[src/core/ibr_pkg.sv]
/*
 Constants for the instrument bus register decode: bus addresses,
 field positions and reset values.
 Assumes an 8-bit address and 8-bit data instrument bus, one master.
*/
package ibr_pkg;

    // ------------------------------------------------------------
    // Bus geometry
    // ------------------------------------------------------------
    localparam int unsigned ADDR_W = 8;
    localparam int unsigned DATA_W = 8;

    // ------------------------------------------------------------
    // Write addresses
    // ------------------------------------------------------------
    localparam logic [7:0] ADR_SWEEP_A     = 8'h0f;
    localparam logic [7:0] ADR_SWEEP_B     = 8'h1f;
    localparam logic [7:0] ADR_CHAR_DATA   = 8'h2f;
    localparam logic [7:0] ADR_RES_GAIN    = 8'h3f;
    localparam logic [7:0] ADR_INTENS_RF   = 8'h4f;
    localparam logic [7:0] ADR_READOUT_CTL = 8'h5f;
    localparam logic [7:0] ADR_DAC_CTL     = 8'h70;
    localparam logic [7:0] ADR_DAC_DATA    = 8'h71;
    localparam logic [7:0] ADR_FIRST_LO    = 8'h72;
    localparam logic [7:0] ADR_PLL_PRELOAD = 8'h73;
    localparam logic [7:0] ADR_SPAN_A      = 8'h75;
    localparam logic [7:0] ADR_SPAN_B      = 8'h76;
    localparam logic [7:0] ADR_PRESEL      = 8'h77;
    localparam logic [7:0] ADR_VID_OFFSET  = 8'h78;
    localparam logic [7:0] ADR_DISP_MODE   = 8'h79;
    localparam logic [7:0] ADR_STORE_DATA  = 8'h7a;
    localparam logic [7:0] ADR_STORE_CTL   = 8'h7b;
    localparam logic [7:0] ADR_VID_PROC    = 8'h7c;
    localparam logic [7:0] ADR_AUX_SYNTH   = 8'h7d;
    localparam logic [7:0] ADR_TRACK_ADJ   = 8'h7e;

    // ------------------------------------------------------------
    // Read addresses (write address with bit 7 set, except front panel 8'hf4, which has no write address)
    // ------------------------------------------------------------
    localparam logic [7:0] ADR_READ_FLAG   = 8'h80;
    localparam logic [7:0] ADR_PSU_STATUS  = 8'hcf;
    localparam logic [7:0] ADR_DAC_CMP     = 8'hf0;
    localparam logic [7:0] ADR_PLL_STATUS  = 8'hf3;
    localparam logic [7:0] ADR_FRONT_PANEL = 8'hf4;
    localparam logic [7:0] ADR_PRESENCE    = 8'hf7;
    localparam logic [7:0] ADR_STORE_READ  = 8'hfa;

    // ------------------------------------------------------------
    // Field positions and values
    // ------------------------------------------------------------
    localparam int unsigned BIT_STEER      = 7;
    localparam int unsigned BIT_STRETCH    = 7;
    localparam int unsigned BIT_IDENT      = 6;
    localparam int unsigned BIT_LEVEL      = 0;
    localparam int unsigned BIT_ACQ        = 7;
    localparam int unsigned BIT_PRESENT    = 3;
    localparam int unsigned RBW_SETTINGS   = 5;
    localparam logic [2:0]  SUB_VERTICAL   = 3'h6;
    localparam logic [7:0]  PRESENT_MASK   = 8'h08;
    localparam logic [7:0]  REG_RESET      = 8'h00;
    localparam logic [2:0]  RBW_RESET      = 3'h0;
    localparam logic [6:0]  GAIN_RESET     = 7'h00;
    localparam int unsigned PLL_READS      = 3;
    localparam logic [1:0]  PLL_SEL_RESET  = 2'h0;

endpackage : ibr_pkg

[src/core/ibr_decode.sv]
/*
 Instrument bus register decode: one module holding every host-written
 control register and the read-back multiplexer.
 Assumes the host presents address and data with a one-cycle write or
 read strobe synchronous to mclk; it is the only bus master.
*/
//
// Contract
// - Steer bit set: low three bits to bandwidth
// - Steer bit clear: low seven bits to gain
// - Both share one address, steer bit selects
// - Bandwidth has five decade settings; code stores any 3-bit value
// - Nine bands, gain zero to forty dB
// - Video offset full byte, quarter dB
// - Stretcher, identify offset, deflection mode bits
// - Low nibble holds log scale factor
// - One register: clamp, filter, leveling
// - Storage data written and read back
// - Separate storage control register
// - Intensity/RF write, supply status read
// - Readout control plus character data registers
// - Two sweep control registers
// - Span attenuator at two consecutive addresses
// - First LO control plus tracking adjust
// - Presence read drives only bit 3
// - DAC control, data, compare read
// - Preload write; three ordered status reads
// - Front panel read returns encoders
// - Bit 0 switches base-line leveling
// - Bit 7 enables storage acquisition
// - Extended address selects subaddress; 6 hands off
`timescale 1ns/100ps

module ibr_decode #(
    parameter int unsigned NUM_BANDS = 9
) (
    // Clock and reset
    input  wire logic                         mclk,
    input  wire logic                         rst,
    // Instrument bus
    input  wire logic [ibr_pkg::ADDR_W-1:0]   busAddr,
    input  wire logic [ibr_pkg::DATA_W-1:0]   busWrData,
    input  wire logic                         busWrStb,
    input  wire logic                         busRdStb,
    output logic      [ibr_pkg::DATA_W-1:0]   busRdData,
    output logic                              busRdValid,
    // Status sources from the boards
    input  wire logic [7:0]                   psuStatus,
    input  wire logic [7:0]                   dacCompare,
    input  wire logic [23:0]                  pllCounter,
    input  wire logic [7:0]                   pllFlags,
    input  wire logic [7:0]                   panelEncoders,
    input  wire logic [7:0]                   storeReadData,
    input  wire logic                         pllSelReset,
    // Variable resolution section
    output logic      [2:0]                   rbwSelect,
    output logic      [6:0]                   gainLevel,
    // Log and video amplifier
    output logic      [7:0]                   videoOffset,
    output logic                              pulseStretch,
    output logic                              identOffset,
    output logic      [1:0]                   deflectMode,
    output logic      [3:0]                   logScale,
    // Video processor
    output logic      [7:0]                   videoProc,
    output logic                              baseLevelOn,
    // Digital storage
    output logic      [7:0]                   storeWrData,
    output logic                              storeWrStb,
    output logic      [7:0]                   storeCtl,
    output logic                              storeAcqEn,
    output logic      [2:0]                   storeSubAddr,
    output logic                              storeVertical,
    // Other boards
    output logic      [7:0]                   intensRf,
    output logic      [7:0]                   readoutCtl,
    output logic      [7:0]                   charData,
    output logic                              charStb,
    output logic      [15:0]                  sweepCtl,
    output logic      [15:0]                  spanAtten,
    output logic      [7:0]                   firstLoCtl,
    output logic      [7:0]                   trackingAdjust,
    output logic      [7:0]                   preselCtl,
    output logic      [7:0]                   dacCtl,
    output logic      [7:0]                   dacData,
    output logic      [7:0]                   pllPreload,
    output logic                              pllPreloadStb,
    output logic      [7:0]                   auxSynth
);
    import ibr_pkg::*;

    // ------------------------------------------------------------
    // State
    // ------------------------------------------------------------
    typedef struct packed {
        logic [2:0]  rbw;
        logic [6:0]  gain;
        logic [7:0]  vidOff;
        logic [7:0]  disp;
        logic [7:0]  vproc;
        logic [7:0]  sdata;
        logic        sstb;
        logic [7:0]  sctl;
        logic        svert;
        logic [7:0]  irf;
        logic [7:0]  rctl;
        logic [7:0]  chr;
        logic        cstb;
        logic [15:0] sweep;
        logic [15:0] span;
        logic [7:0]  flo;
        logic [7:0]  trk;
        logic [7:0]  psel;
        logic [7:0]  dctl;
        logic [7:0]  ddat;
        logic [7:0]  pre;
        logic        pstb;
        logic [7:0]  aux;
        logic [1:0]  pllSel;
        logic [7:0]  rd;
        logic        rdv;
    } ibr_state_s;

    ibr_state_s st_q;
    ibr_state_s st_d;

    // Deflection field sits above the log scale nibble
    function automatic logic [1:0] deflField(input logic [7:0] v);
        deflField = v[5:4];
    endfunction

    // Read counterpart: same register, flag bit set
    function automatic logic isRead(input logic [7:0] a, input logic [7:0] base);
        isRead = (a == (base | ADR_READ_FLAG));
    endfunction

    // ------------------------------------------------------------
    // Next state
    // ------------------------------------------------------------
    always_comb begin
        st_d      = st_q;
        st_d.sstb = 1'b0;
        st_d.cstb = 1'b0;
        st_d.pstb = 1'b0;
        st_d.rdv  = 1'b0;
        if (pllSelReset) begin
            st_d.pllSel = PLL_SEL_RESET;
        end
        if (busWrStb && !busAddr[7]) begin
            case (busAddr)
                ADR_RES_GAIN: begin
                    if (busWrData[BIT_STEER]) begin
                        st_d.rbw = busWrData[2:0];
                    end else begin
                        st_d.gain = busWrData[6:0];
                    end
                end
                ADR_VID_OFFSET:  st_d.vidOff = busWrData;
                ADR_DISP_MODE:   st_d.disp = busWrData;
                ADR_VID_PROC:    st_d.vproc = busWrData;
                ADR_STORE_DATA: begin
                    st_d.sdata = busWrData;
                    st_d.sstb  = 1'b1;
                end
                ADR_STORE_CTL: begin
                    st_d.sctl  = busWrData;
                    st_d.svert = (busWrData[6:4] == SUB_VERTICAL);
                end
                ADR_INTENS_RF:   st_d.irf = busWrData;
                ADR_READOUT_CTL: st_d.rctl = busWrData;
                ADR_CHAR_DATA: begin
                    st_d.chr  = busWrData;
                    st_d.cstb = 1'b1;
                end
                ADR_SWEEP_A:     st_d.sweep[7:0] = busWrData;
                ADR_SWEEP_B:     st_d.sweep[15:8] = busWrData;
                ADR_SPAN_A:      st_d.span[7:0] = busWrData;
                ADR_SPAN_B:      st_d.span[15:8] = busWrData;
                ADR_FIRST_LO:    st_d.flo = busWrData;
                ADR_TRACK_ADJ:   st_d.trk = busWrData;
                ADR_PRESEL:      st_d.psel = busWrData;
                ADR_DAC_CTL:     st_d.dctl = busWrData;
                ADR_DAC_DATA:    st_d.ddat = busWrData;
                ADR_PLL_PRELOAD: begin
                    st_d.pre  = busWrData;
                    st_d.pstb = 1'b1;
                end
                // Values are passed as written; the host keeps N and A legal
                ADR_AUX_SYNTH:   st_d.aux = busWrData;
                default: begin
                end
            endcase
        end
        if (busRdStb && busAddr[7]) begin
            st_d.rdv = 1'b1;
            st_d.rd  = REG_RESET;
            if (isRead(busAddr, ADR_INTENS_RF)) begin
                st_d.rd = psuStatus;
            end else if (isRead(busAddr, ADR_DAC_CTL)) begin
                st_d.rd = dacCompare;
            end else if (isRead(busAddr, ADR_PLL_PRELOAD)) begin
                // Status and top counter bits first, then lower bytes
                case (st_q.pllSel)
                    2'h0:    st_d.rd = pllFlags | pllCounter[23:16];
                    2'h1:    st_d.rd = pllCounter[15:8];
                    default: st_d.rd = pllCounter[7:0];
                endcase
                if (!pllSelReset && st_q.pllSel < 2'(PLL_READS - 1)) begin
                    st_d.pllSel = st_q.pllSel + 2'h1;
                end
            end else if (busAddr == ADR_FRONT_PANEL) begin
                st_d.rd = panelEncoders;
            end else if (isRead(busAddr, ADR_PRESEL)) begin
                st_d.rd = PRESENT_MASK;
            end else if (isRead(busAddr, ADR_STORE_DATA)) begin
                st_d.rd = storeReadData;
            end
        end
        if (rst) begin
            st_d = '0;
        end
    end

    always_ff @(posedge mclk) begin
        st_q <= st_d;
    end

    // ------------------------------------------------------------
    // Outputs, all straight from the state register
    // ------------------------------------------------------------
    assign rbwSelect      = st_q.rbw;
    assign gainLevel      = st_q.gain;
    assign videoOffset    = st_q.vidOff;
    assign pulseStretch   = st_q.disp[BIT_STRETCH];
    assign identOffset    = st_q.disp[BIT_IDENT];
    assign deflectMode    = deflField(st_q.disp);
    assign logScale       = st_q.disp[3:0];
    assign videoProc      = st_q.vproc;
    assign baseLevelOn    = st_q.vproc[BIT_LEVEL];
    assign storeWrData    = st_q.sdata;
    assign storeWrStb     = st_q.sstb;
    assign storeCtl       = st_q.sctl;
    assign storeAcqEn     = st_q.sctl[BIT_ACQ];
    assign storeSubAddr   = st_q.sctl[6:4];
    assign storeVertical  = st_q.svert;
    assign intensRf       = st_q.irf;
    assign readoutCtl     = st_q.rctl;
    assign charData       = st_q.chr;
    assign charStb        = st_q.cstb;
    assign sweepCtl       = st_q.sweep;
    assign spanAtten      = st_q.span;
    assign firstLoCtl     = st_q.flo;
    assign trackingAdjust = st_q.trk;
    assign preselCtl      = st_q.psel;
    assign dacCtl         = st_q.dctl;
    assign dacData        = st_q.ddat;
    assign pllPreload     = st_q.pre;
    assign pllPreloadStb  = st_q.pstb;
    assign auxSynth       = st_q.aux;
    assign busRdData      = st_q.rd;
    assign busRdValid     = st_q.rdv;
endmodule // ibr_decode

[config.mk]
export PLATFORM = sky130hd
export DESIGN_NAME = ibr_decode
export DESIGN_NICKNAME = d
export VERILOG_FILES = /design/src/core/ibr_pkg.sv /design/src/core/ibr_decode.sv
export SDC_FILE = /design/constraint.sdc
export NUM_CORES = 1
export LEC_CHECK = 0
export BUFFER_PORTS_ARGS = -buffer_cell sky130_fd_sc_hd__buf_2
export CAP_MARGIN = 5
export CORE_MARGIN = 3
export CORE_UTILIZATION = 53
export CTS_BUF_LIST = sky130_fd_sc_hd__clkbuf_8
export CTS_CLUSTER_SIZE = 10
export DETAILED_ROUTE_END_ITERATION = 7
export PLACE_DENSITY = 0.88
export SLEW_MARGIN = 15
export SYNTH_ARGS = -nofsm -noshare
export SYNTH_HDL_FRONTEND = slang
export SYNTH_SLANG_ARGS = --single-unit
[constraint.sdc]
create_clock -name mclk -period 2.5 [get_ports mclk]
set_input_delay 0.5 -clock mclk [delete_from_list [all_inputs] [get_ports mclk]]
set_output_delay 0.5 -clock mclk [all_outputs]
set_load 0.02 [all_outputs]
==> results.md, run 1 <==
- IR analysis of the VDD net gives a maximum drop of 468 µV.
- The TritonCTS buffer count is 17.
- In the final design database the tool counted 1108 nets.
- The clock-pin slew on the worst setup and hold paths is 0.09 ns.
- The maximum fanout count along the critical path is 21.
- In the routed design, unresolved DRC markers number 0.
- Once detailed placement completed, the half-perimeter wirelength came to 15300 µm.
- At the pin with the least slew margin, the transition time is 0.620 ns.
- For this run the aggregate overflow at the end of global routing stands at 0.
- Synthesis inferred 177 register bits.
- The die boundary height is 134 µm.
- The maximum number of buffers from clock root to sink is 2.
- In this run the count of I/O pins placed on the die edge is 265.
- The number of enable-type register cells in the synthesized netlist is 0.
- The part of the Yosys area used for sequential elements is 0.408.
- The fraction of synthesis flops using an asynchronous set or reset pin is 0.
- The final cell utilization of the core is 0.582.
- For the worst flop-to-flop path, the logic depth is 6.
- In this run the worst hold path is classified as in2reg.
- The pin count of the biggest net entering global routing is 88.
- The most common cell after layout, fill and taps aside is buf_2.
- In the final routed layout, each cell accounts on average for 17.2 µm.
- The number of distinct library cells after synthesis is 47.
- The final number of hold-violating endpoints is 0.
- The worst setup path is launched from an input pin.
- The first-pass GRT wire length is 32900 µm.
- The achievable frequency is 546 MHz.
- The mean instance size in the synthesized netlist is 9.05 µm².
- Setup repair after global routing left no endpoint under its margin.
- The remaining number of nets flagged by the antenna check after routing is 0.
- The total placed cells including tap cells is 1218.
- Excluding fillers, the count of instances in the completed layout stands at 1250.
- In the final timing run, aggregate negative setup slack is 0 ns.
- For this block, the routed nets add up to 21500 µm of wire.
- In this run, post-CTS hold repair placed 0 buffers.
- In the final layout, the share of cells above drive strength 1 is 0.329.
- The final critical-path required period is 1.83 ns.
- The arrival time of the worst setup path is 2.14 ns.
- The worst path meets setup with 0.669 ns of slack.
- The run finished with clean final reports.
- For this design, the slowest cell found on the critical path is or2_1.
- Relative to the synthesized area, the layout overhead comes to 6.86%.
- The standard cell core area is 0.0159 mm².
- The clock insertion delay at the later pin of the skew report is 0.44 ns.
- TritonCTS built the clock tree.
- The number of resized instances in the post-cts repair step is 0.
- The post-synthesis net count is 1047.
- The number of max-capacitance violations reported is 0.
- The number of warnings issued by yosys is 0.
- The part of the cycle the worst path needs is 0.733.
- For the worst setup path, the data required time is 2.81 ns.
- The placement row count is 46.
- The post-placement setup slack is 0.249 ns.
- The repair_antennas step left the layout with diodes totalling 0.
- In this design, the stage delay of the slowest critical-path cell is 0.48 ns.
- For the final database, setup skew stands at 0.0109 ns.
- The first detailed-routing pass ran for 5 iterations.
- The most instantiated flip-flop cell in the synthesis netlist is dfxtp_1.
- The number of pins exceeding their max-slew limit in the final report is 0.
- Once the clock tree was built, the setup fixing pass inserted 0 buffers.
- Headroom to the max-slew limit came out at 0.586.
- The critical path goes through buf_2 -> or2_1 -> or2_2 -> o32ai_1 -> a211oi_1.
- The die span in x is 134 µm.
- The kind of capture point of the worst setup path is a register.
- The total power per unit cell area is 557 mW/mm².
- The total placed instance area is 0.00889 mm².
- At the end of routability-driven placement, the weighted congestion stood at 0.834.
- The static leakage power is 4.16 nW.
- The instance count along the most critical hold path is 2.
- The worst setup path is of the in2reg kind.
- The combined area of all synthesized cells is 0.00869 mm².
- The number of global-route vias before repair is 6249.
- The full die area is 0.0180 mm².
- The count of buffers added on input and output ports is 264.
- The number of antenna violations at the first check in global routing is 0.
- For this configuration, the core starts out at a cell density of 0.545.
- The total number of clock tree sinks is 177.
- The root buffer selected by CTS is clkbuf_8.
- Leaving out fill and tap cells, the most frequent cells in the layout are buf_2, dfxtp_1, nor2_1, mux2i_1, nand2_1.
- The number of vias per cell after detailed routing is 5.24.
- The detailed router finished its first iteration with 358 violations.
- The final design instance area without fill is 0.00928 mm².
- For this run, the total global-route usage over all layers was measured as 0.229.
- The number of endpoints failing setup at the final stage is 0.
- The H-tree depth reported by CTS is 4.
- The total via count after detailed routing is 6549.
- The number of instances in the synthesized netlist is 960.
-- worst paths after layout --
path                                    start                           to  slack, ns
setup / recovery                   busAddr[2]    busRdData[4]$_SDFFE_PP0P_       0.67
hold / removal                    pllSelReset           st_q[9]$_SDFF_PP0_       0.24
setup reg to reg          st_q[10]$_SDFF_PP0_    busRdData[4]$_SDFFE_PP0P_       0.71
hold reg to reg   storeWrData[6]$_SDFFE_PP0P_  storeWrData[6]$_SDFFE_PP0P_       0.46
-- cell type report --
class | count | area [µm²]
Clock inverter | 13 | 133
Clock buffer | 19 | 262
Sequential cell | 177 | 3540
Tap cell | 216 | 270
Fill cell | 1358 | 6660
Inverter | 5 | 18.8
Multi-Input combinational cell | 532 | 3510
Timing Repair Buffer | 288 | 1540
-- where the power goes --
| group | switching [mW] | internal [mW] | total [mW] | leakage [nW] |
|---|---|---|---|---|
| logic | 0.243 | 0.115 | 0.358 | 2.52 |
| clock network | 1.03 | 0.944 | 1.98 | 0.206 |
| registers | 0.00524 | 2.83 | 2.83 | 1.43 |
-- worst max-delay path, delay by kind of cell --
family                 cells  cell delay [ns]
AND/OR/NAND/NOR            2             0.95
AO/OA/AOI/OAI              2             0.49
buffers and inverters      1             0.20
-- synth_stat cells (all sizes together) (5+ instances only) --
master | n | share of area
a211oi | 15 | 0.013
a21oi | 50 | 0.029
a221oi | 7 | 0.0071
a31oi | 8 | 0.0058
buf | 191 | 0.16
clkbuf | 55 | 0.024
dfxtp | 177 | 0.41
inv | 5 | 0.0022
mux2i | 114 | 0.13
nand2 | 109 | 0.047
nand4b | 10 | 0.010
nor2 | 126 | 0.054
nor4 | 16 | 0.034
nor4b | 10 | 0.010
o21ai | 10 | 0.0058
o32ai | 7 | 0.0071
or4 | 7 | 0.0061
or4bb | 6 | 0.0078
-- cells by family (layout without fill, tap and decap cells) --
group,count (synthesis),in the layout,share of synthesized area
AOI/OAI and AO/OA,102,102,0.0719
muxes,114,114,0.131
and+or+nand+nor,314,314,0.196
buffers and inverters,251,325,0.190
DFF,177,177,0.408
adders and majority gates,2,2,0.00288
-- through the flow --
step	power, mW	hold WS, ns
after CTS	5.21	0.199
after floorplan	3.12	0.432
final	5.17	0.235
after global routing	5.37	0.206
after detailed placement	3.25	0.444
after global placement	3.25	0.435
-- layer usage --
metal	track usage	vias to the layer above	routed length, µm
met4	0.0724	0	367
met3	0.0671	24	1650
met1	0.288	3107	9050
met5	0	-	0
li1	-	3174	-
met2	0.381	244	10400
(Power assumes the default switching activity.)
==> run 2, diff against run 1 <==
--- a/config.mk
+++ b/config.mk
@@ -5,10 +5,11 @@
 export SDC_FILE = /design/constraint.sdc
 export NUM_CORES = 1
 export LEC_CHECK = 0
+export ABC_AREA = 1
 export BUFFER_PORTS_ARGS = -buffer_cell sky130_fd_sc_hd__buf_2
 export CAP_MARGIN = 5
 export CORE_MARGIN = 3
-export CORE_UTILIZATION = 53
+export CORE_UTILIZATION = 52
 export CTS_BUF_LIST = sky130_fd_sc_hd__clkbuf_8
 export CTS_CLUSTER_SIZE = 10
 export DETAILED_ROUTE_END_ITERATION = 7
==> constraint.sdc (replaced) <==
create_clock -name mclk -period 1.8 [get_ports mclk]
set_input_delay 0.36 -clock mclk [delete_from_list [all_inputs] [get_ports mclk]]
set_output_delay 0.36 -clock mclk [all_outputs]
set_load 0.02 [all_outputs]
==> results.md, run 2 <==
- The run finished with clean final reports.
- In this design, the stage delay of the slowest critical-path cell is 0.37 ns.
- The mapped netlist covers 0.00785 mm².
- In this run the cell area measured after placement is 0.00819 mm².
- On the critical path the largest part of the delay comes from simple AND/OR/NAND/NOR gates.
- The non-filler instance count after layout is 1270.
- In this run, the number of DRC markers left after iteration 0 of detailed routing was 450.
- For the final database, setup skew stands at 0.00950 ns.
- STA puts the critical path data required time at 2.20 ns.
- The part of the Yosys area used for sequential elements is 0.451.
- The top cell types in the final layout, fill and taps aside, are buf_2, o21ai_0, dfxtp_1, a21oi_1, nand2_1.
- In this run, placement finished with an instance count of 1238.
- The clock tree from TritonCTS is built.
- The number of max-capacitance violations reported is 0.
- The achievable frequency is 639 MHz.
- For this configuration, the core starts out at a cell density of 0.536.
- In this run the most critical hold path is launched from pllSelReset.
- The arrival time of the worst setup path is 1.96 ns.
- The floorplan step set the die height to 129 µm.
- The post-synthesis net count is 1069.
- The number of flip-flops and latches in the synthesized netlist is 177.
- Setup violations remaining at the end of the flow were counted as 0.
- After floorplanning, the core was sized to cover 0.0146 mm².
- The cell count of the worst reg-to-reg path is 10.
- Of the cells placed in the final design, the portion with a size suffix greater than 1 is 0.323.
- The final number of hold-violating endpoints is 0.
- The count of buffers inserted at the top-level ports is 264.
- The most instantiated flip-flop cell in the synthesis netlist is dfxtp_1.
- In this run the clock root is driven by a clkbuf_8.
- The buffers inserted during post-CTS setup optimization is 0.
- IR analysis of the VDD net gives a maximum drop of 668 µV.
- The repair_antennas step left the layout with diodes totalling 0.
- The final weighted congestion of routability-driven global placement is 0.780.
- The total power per unit cell area is 881 mW/mm².
- The most repeated cell in the gate-level netlist after synthesis is buf_4.
- The fraction of synthesis flops using an asynchronous set or reset pin is 0.
- The max-slew headroom at the worst pin is 0.453.
- The analysis attributes to cell leakage a power of 4.34 nW.
- STA classifies the critical path endpoint as a register.
- The number of enable-type register cells in the synthesized netlist is 0.
- The total global routing overflow is 0.
- The mean instance size in the synthesized netlist is 8.00 µm².
- The total via count after detailed routing is 6607.
- After layout, the design draws a total of 7.65 mW.
- The slew at the pin closest to its max-slew limit is 0.816 ns.
- The clock-pin slew on the worst setup and hold paths is 0.10 ns.
- The critical path in this run is classified as reg2reg.
- The placement row count is 44.
- The signal on the critical path passes through inv_1 -> ha_1 -> nor2_2 -> buf_4 -> nand2_1 -> nand3_1 -> nand2_1 -> nand3_1 -> nor2_1 -> nor2_1.
- The cell type with the largest total area after synthesis is dfxtp_1.
- The instance count along the most critical hold path is 2.
- Once detailed placement completed, the half-perimeter wirelength came to 14800 µm.
- The share of Yosys cell area claimed by the top area cell type is 0.451.
- Setup repair after global routing left no endpoint under its margin.
- Of all nets on the critical path, the largest fanout is 9.
- The first detailed-routing pass ran for 5 iterations.
- The worst setup path is launched from a register.
- The number of buffers and inverters on the critical path is 2.
- The number of fill cells in the layout is 1321.
- The clock tree synthesis step divided the H-tree into 4 levels.
- Ranked by total cell area, the synthesized netlist is headed by dfxtp_1, buf_4, o21ai_0.
- The number of global-route vias before repair is 5978.
- Entering global routing, the biggest net connects 83 pins.
- The routed design has 21000 µm of wire.
- For this run, the total global-route usage over all layers was measured as 0.247.
- The setup TNS is 0 ns.
- The maximum number of buffers from clock root to sink is 2.
- The number of warnings issued by yosys is 0.
- The part of the cycle the worst path needs is 0.870.
- Dividing the detail-routed wire length by the instance count gives 16.5 µm.
- The signed area change from the synthesized netlist to the final layout is 10.6%.
- Counting distinct cell types in the post-synthesis netlist gives 25.
- For this design the top-level I/O count stands at 265.
- The critical-path cell with the highest stage delay is dfxtp_1.
- The total number of clock tree sinks is 177.
- The die is 129 µm wide.
- After technology mapping, the gate count stands at 982.
- The number of antenna violations at the first check in global routing came to 0.
- The number of vias per cell after detailed routing is 5.20.
- After routing the design area is 0.00869 mm².
- The min-delay analysis places its worst path in the category in2reg.
- The count of nets left with antenna violations once routing finished came out at 0.
- The floorplan step defined a die boundary enclosing 0.0166 mm².
- The final worst slack is 0.234 ns.
- In the routed design, unresolved DRC markers number 0.
- The count of nets after finishing is 1160.
- The TritonCTS buffer count is 17.
- The clock insertion delay at the later pin of the skew report is 0.46 ns.
- In this run the critical register-to-register path is captured at busRdData[7]$_SDFFE_PP0P_.
- The internal reg-to-reg setup slack is 0.23 ns.
- Leaving out fill and tap cells, the most frequent cell in the layout is buf_2.
- Counting I/O delays and the setup requirement, the final critical path takes 1.57 ns.
- OpenSTA, run right after detailed placement, puts the worst setup slack at 0.0896 ns.
- The startpoint of the lowest-slack register-to-register path is st_q[10]$_SDFF_PP0_.
- Ranked by instance count, the synthesized netlist is headed by buf_4, dfxtp_1, o21ai_0.
- The first global-routing pass estimated 31900 µm of wire.
- The number of pins exceeding their max-slew limit in the final report is 0.
- The path with the worst hold slack has its endpoint at st_q[10]$_SDFF_PP0_.
-- run 2: changes by cell type after synthesis, moves of 9 or more --
cell / change
nor2_2: +9
nor4b_1: -10
nor2_1: -94
clkbuf_1: -20
nand3_1: +29
o21ai_0: +167
a211oi_1: -13
mux2i_1: -114
nand2_1: -26
inv_1: +49
nand4b_1: -10
nor4_4: -13
a21oi_1: +115
-- run 2: how the worst max path moves through the flow --
stage / cells after the start / slack (ns) / endpoint / from
2_1_floorplan: 10 / 0.29 / busRdData[3]$_SDFFE_PP0P_ / st_q[10]$_SDFF_PP0_
3_3_place_gp: 9 / 0.15 / busRdData[5]$_SDFFE_PP0P_ / busAddr[5]
3_5_place_dp: 10 / 0.09 / dacData[2]$_SDFFE_PP0P_ / busAddr[7]
4_1_cts: 10 / 0.11 / busRdData[7]$_SDFFE_PP0P_ / st_q[10]$_SDFF_PP0_
5_1_grt: 10 / 0.07 / busRdData[4]$_SDFFE_PP0P_ / st_q[9]$_SDFF_PP0_
6_report: 10 / 0.23 / busRdData[7]$_SDFFE_PP0P_ / st_q[10]$_SDFF_PP0_
-- run 2: metrics by stage --
step | hold slack, ns | util
after floorplan | 0.424 | -
after global routing | 0.0670 | 0.593
final | 0.0916 | 0.593
after detailed placement | 0.434 | 0.559
after CTS | 0.0485 | 0.593
after global placement | 0.429 | 0.559
-- run 2: what timing repair did --
action,in CTS,in global routing
hold endpoints to repair,0,0
hold buffers,0,0
setup endpoints to repair,0,1
resized for setup,0,1
-- run 2: layout make-up --
| class | count | area [µm²] | area share |
|---|---|---|---|
| flip-flops and latches | 177 | 3540 | 0.408 |
| multi-input cells | 521 | 2560 | 0.294 |
| repair buffers | 296 | 1640 | 0.188 |
| clock buffers | 18 | 248 | 0.0285 |
| clock inverters | 14 | 245 | 0.0282 |
| well taps | 184 | 230 | 0.0265 |
| inverters | 60 | 226 | 0.0261 |
-- run 2: kinds of logic after synthesis --
logic type	synth area share
buffers and inverters	0.224
AOI/OAI and AO/OA	0.222
adders and majority gates	0.00319
and+or+nand+nor	0.0999
DFF	0.451
-- run 2: power breakdown --
group / internal [mW] / switching [mW]
Sequential: 3.93 / 0.00779
Clock: 1.75 / 1.55
Combinational: 0.142 / 0.276
-- run 2: metal layers --
layer / global-route usage / up-vias / wire length, µm / share of wire
met5: 0 / - / 0 / 0
met2: 0.413 / 305 / 10200 / 0.48
li1: - / 3277 / - / -
met1: 0.310 / 2990 / 8740 / 0.42
met3: 0.0606 / 35 / 1660 / 0.079
met4: 0.0865 / 0 / 435 / 0.021
==> run 3, diff against run 2 <==
--- a/config.mk
+++ b/config.mk
@@ -8,6 +8,7 @@
 export ABC_AREA = 1
 export BUFFER_PORTS_ARGS = -buffer_cell sky130_fd_sc_hd__buf_2
 export CAP_MARGIN = 5
+export CORE_ASPECT_RATIO = 0.7
 export CORE_MARGIN = 3
 export CORE_UTILIZATION = 52
 export CTS_BUF_LIST = sky130_fd_sc_hd__clkbuf_8
==> results.md, run 3 (synthesis results as in run 2) <==
- The flow ran to the end, and the final reports show no timing, DRC or antenna violations.
- The detailed router finished its first iteration with 419 violations.
- The number of max-capacitance violations reported is 0.
- The most frequent cell on the critical path is nor2_1.
- The final number of hold-violating endpoints is 0.
- The number of vias per cell after detailed routing is 5.21.
- The data required time at the worst endpoint is 2.18 ns.
- The setup TNS is 0 ns.
- The buffers inserted during post-CTS setup optimization is 0.
- In this run the remaining antenna-violating nets after routing total 0.
- The count of nets after finishing is 1159.
- The type of the worst min-delay path is in2reg.
- The die span in x is 153 µm.
- In this run the cell area measured after placement is 0.00820 mm².
- The maximum fanout count along the critical path is 5.
- In this run the static leakage power is 4.29 nW.
- The pin count of the biggest net entering global routing is 76.
- The total area inside the core boundary comes to 0.0143 mm².
- In this run the number of H-tree levels came out at 4.
- The first-pass GRT wire length is 32800 µm.
- Counting the buffers created by CTS gives 17.
- The category of the critical setup timing path is reg2reg.
- The total via count after detailed routing is 6633.
- The library cells used most frequently in the layout, excluding fill and tap cells, are buf_2, o21ai_0, dfxtp_1, a21oi_1, nand2_1.
- The instance count along the most critical hold path is 2.
- The starting density of the core is 0.548.
- The library cell used most frequently in the layout, excluding fill and tap cells, is buf_2.
- The area growth from synthesis to layout is 9.29%.
- The category of the worst setup path launch point is a register.
- The number of endpoints failing setup at the final stage is 0.
- The max-slew headroom at the worst pin is 0.427.
- The design draws 6.99 mW.
- The critical-path cell with the highest stage delay is dfxtp_1.
- The total power per unit cell area is 814 mW/mm².
- The smallest clock period supported by the final layout is computed as 1.56 ns.
- The post-route DRC violation count is 0.
- Of the cells placed in the final design, the portion with a size suffix greater than 1 is 0.321.
- The startpoint of the lowest-slack register-to-register path is st_q[10]$_SDFF_PP0_.
- The die boundary height is 109 µm.
- TritonCTS built the clock tree.
- The number of resized instances in the post-cts repair step is 0.
- The achievable frequency is 643 MHz.
- In the finished design, the share of the clock period the worst path needs comes to 0.864.
- The total overflow left after global routing is 0.
- The number of pins exceeding their max-slew limit in the final report is 0.
- The total number of clock tree sinks is 177.
- Port buffering added 264 buffers.
- The clock-pin slew on the worst setup and hold paths is 0.09 ns.
- The floorplan has 36 rows.
- The maximum number of buffers from clock root to sink is 2.
- The final weighted congestion of routability-driven global placement is 0.920.
- The slew at the pin closest to its max-slew limit is 0.854 ns.
- The I/O pin count is 265.
- The average wire length per cell after detail routing is 16.8 µm.
- After legalization and detailed placement, the total HPWL measured 15600 µm.
- The final worst hold slack is 0.115 ns.
- For the worst flop-to-flop path, the logic depth is 10.
- At the worst endpoint, the arrival time is 1.93 ns.
- The kind of capture point of the worst setup path is a register.
- The worst hold path endpoint is st_q[10]$_SDFF_PP0_.
- Walking the worst path, the cells encountered are inv_1 -> ha_1 -> nor2_1 -> buf_4 -> nand2_1 -> nand3_1 -> nand2_1 -> nand3_1 -> nor2_1 -> nor2_1.
- The number of buffers added to fix hold violations after cts is 0.
- The number of global-route vias before repair is 6221.
- The number of diodes is 0.
- The wire length after detailed routing is 21400 µm.
- The capturing point of the worst reg2reg path is busRdData[1]$_SDFFE_PP0P_.
- The clock arrives with 0.00377 ns of skew.
- IR analysis of the VDD net gives a maximum drop of 480 µV.
- The number of antenna violations at the first check in global routing was 1.
- The worst hold path startpoint is pllSelReset.
- The clock insertion delay at the later pin of the skew report is 0.43 ns.
- The finished cells cover 0.00858 mm².
- The internal reg-to-reg setup slack is 0.24 ns.
- Setup repair after global routing left no endpoint under its margin.
- The largest single stage delay on the critical path is 0.37 ns.
- In the global route stage, overall resource usage came out at 0.248.
- The tree is rooted in a clkbuf_8.
- The full die area is 0.0166 mm².
- The first-pass iteration count of the detailed router is 4.
==> run 3: layout make-up <==
type,count,area (µm²)
well taps,190,238
inverters,60,226
multi-input cells,521,2550
clock buffers,18,248
fillers,1274,5740
repair buffers,295,1640
flip-flops and latches,177,3540
clock inverters,13,131
==> run 3: worst max-delay path by stage <==
stage,start,end
2_1_floorplan,st_q[10]$_SDFF_PP0_,busRdData[3]$_SDFFE_PP0P_
3_3_place_gp,busAddr[7],readoutCtl[3]$_SDFFE_PP0P_
3_5_place_dp,busAddr[7],readoutCtl[6]$_SDFFE_PP0P_
4_1_cts,st_q[10]$_SDFF_PP0_,busRdData[1]$_SDFFE_PP0P_
5_1_grt,st_q[10]$_SDFF_PP0_,busRdData[7]$_SDFFE_PP0P_
6_report,st_q[10]$_SDFF_PP0_,busRdData[1]$_SDFFE_PP0P_
==> run 3: critical path, delay by kind of cell, from the launching register on <==
family	cells	cell delay, ns
and+or+nand+nor	7	0.66
DFF	1	0.37
buffers and inverters	2	0.26
adders and majority gates	1	0.20
==> run 3: where the power goes <==
part	total, mW	switching [mW]	internal (mW)	leakage [nW]
Combinational	0.421	0.283	0.138	2.67
Clock	2.63	1.57	1.06	0.196
Sequential	3.94	0.00839	3.93	1.43
Total	6.99	1.86	5.13	4.29
==> run 3: layer usage <==
layer | up-vias | wire length (µm) | global-route usage
li1 | 3275 | - | -
met1 | 3057 | 9140 | 0.318
met2 | 275 | 10400 | 0.427
met3 | 24 | 1580 | 0.0559
met4 | 2 | 224 | 0.0725
met5 | - | 13 | 0
==> run 3: through the flow <==
| stage | setup WS, ns | cells | util |
|---|---|---|---|
| floorplan | 0.294 | 982 | - |
| CTS | 0.250 | 1274 | 0.599 |
| finish | 0.244 | 1274 | 0.599 |
| global placement | 0.154 | 1243 | 0.573 |
| global route | 0.126 | 1274 | 0.599 |
| detailed placement | 0.0881 | 1243 | 0.573 |
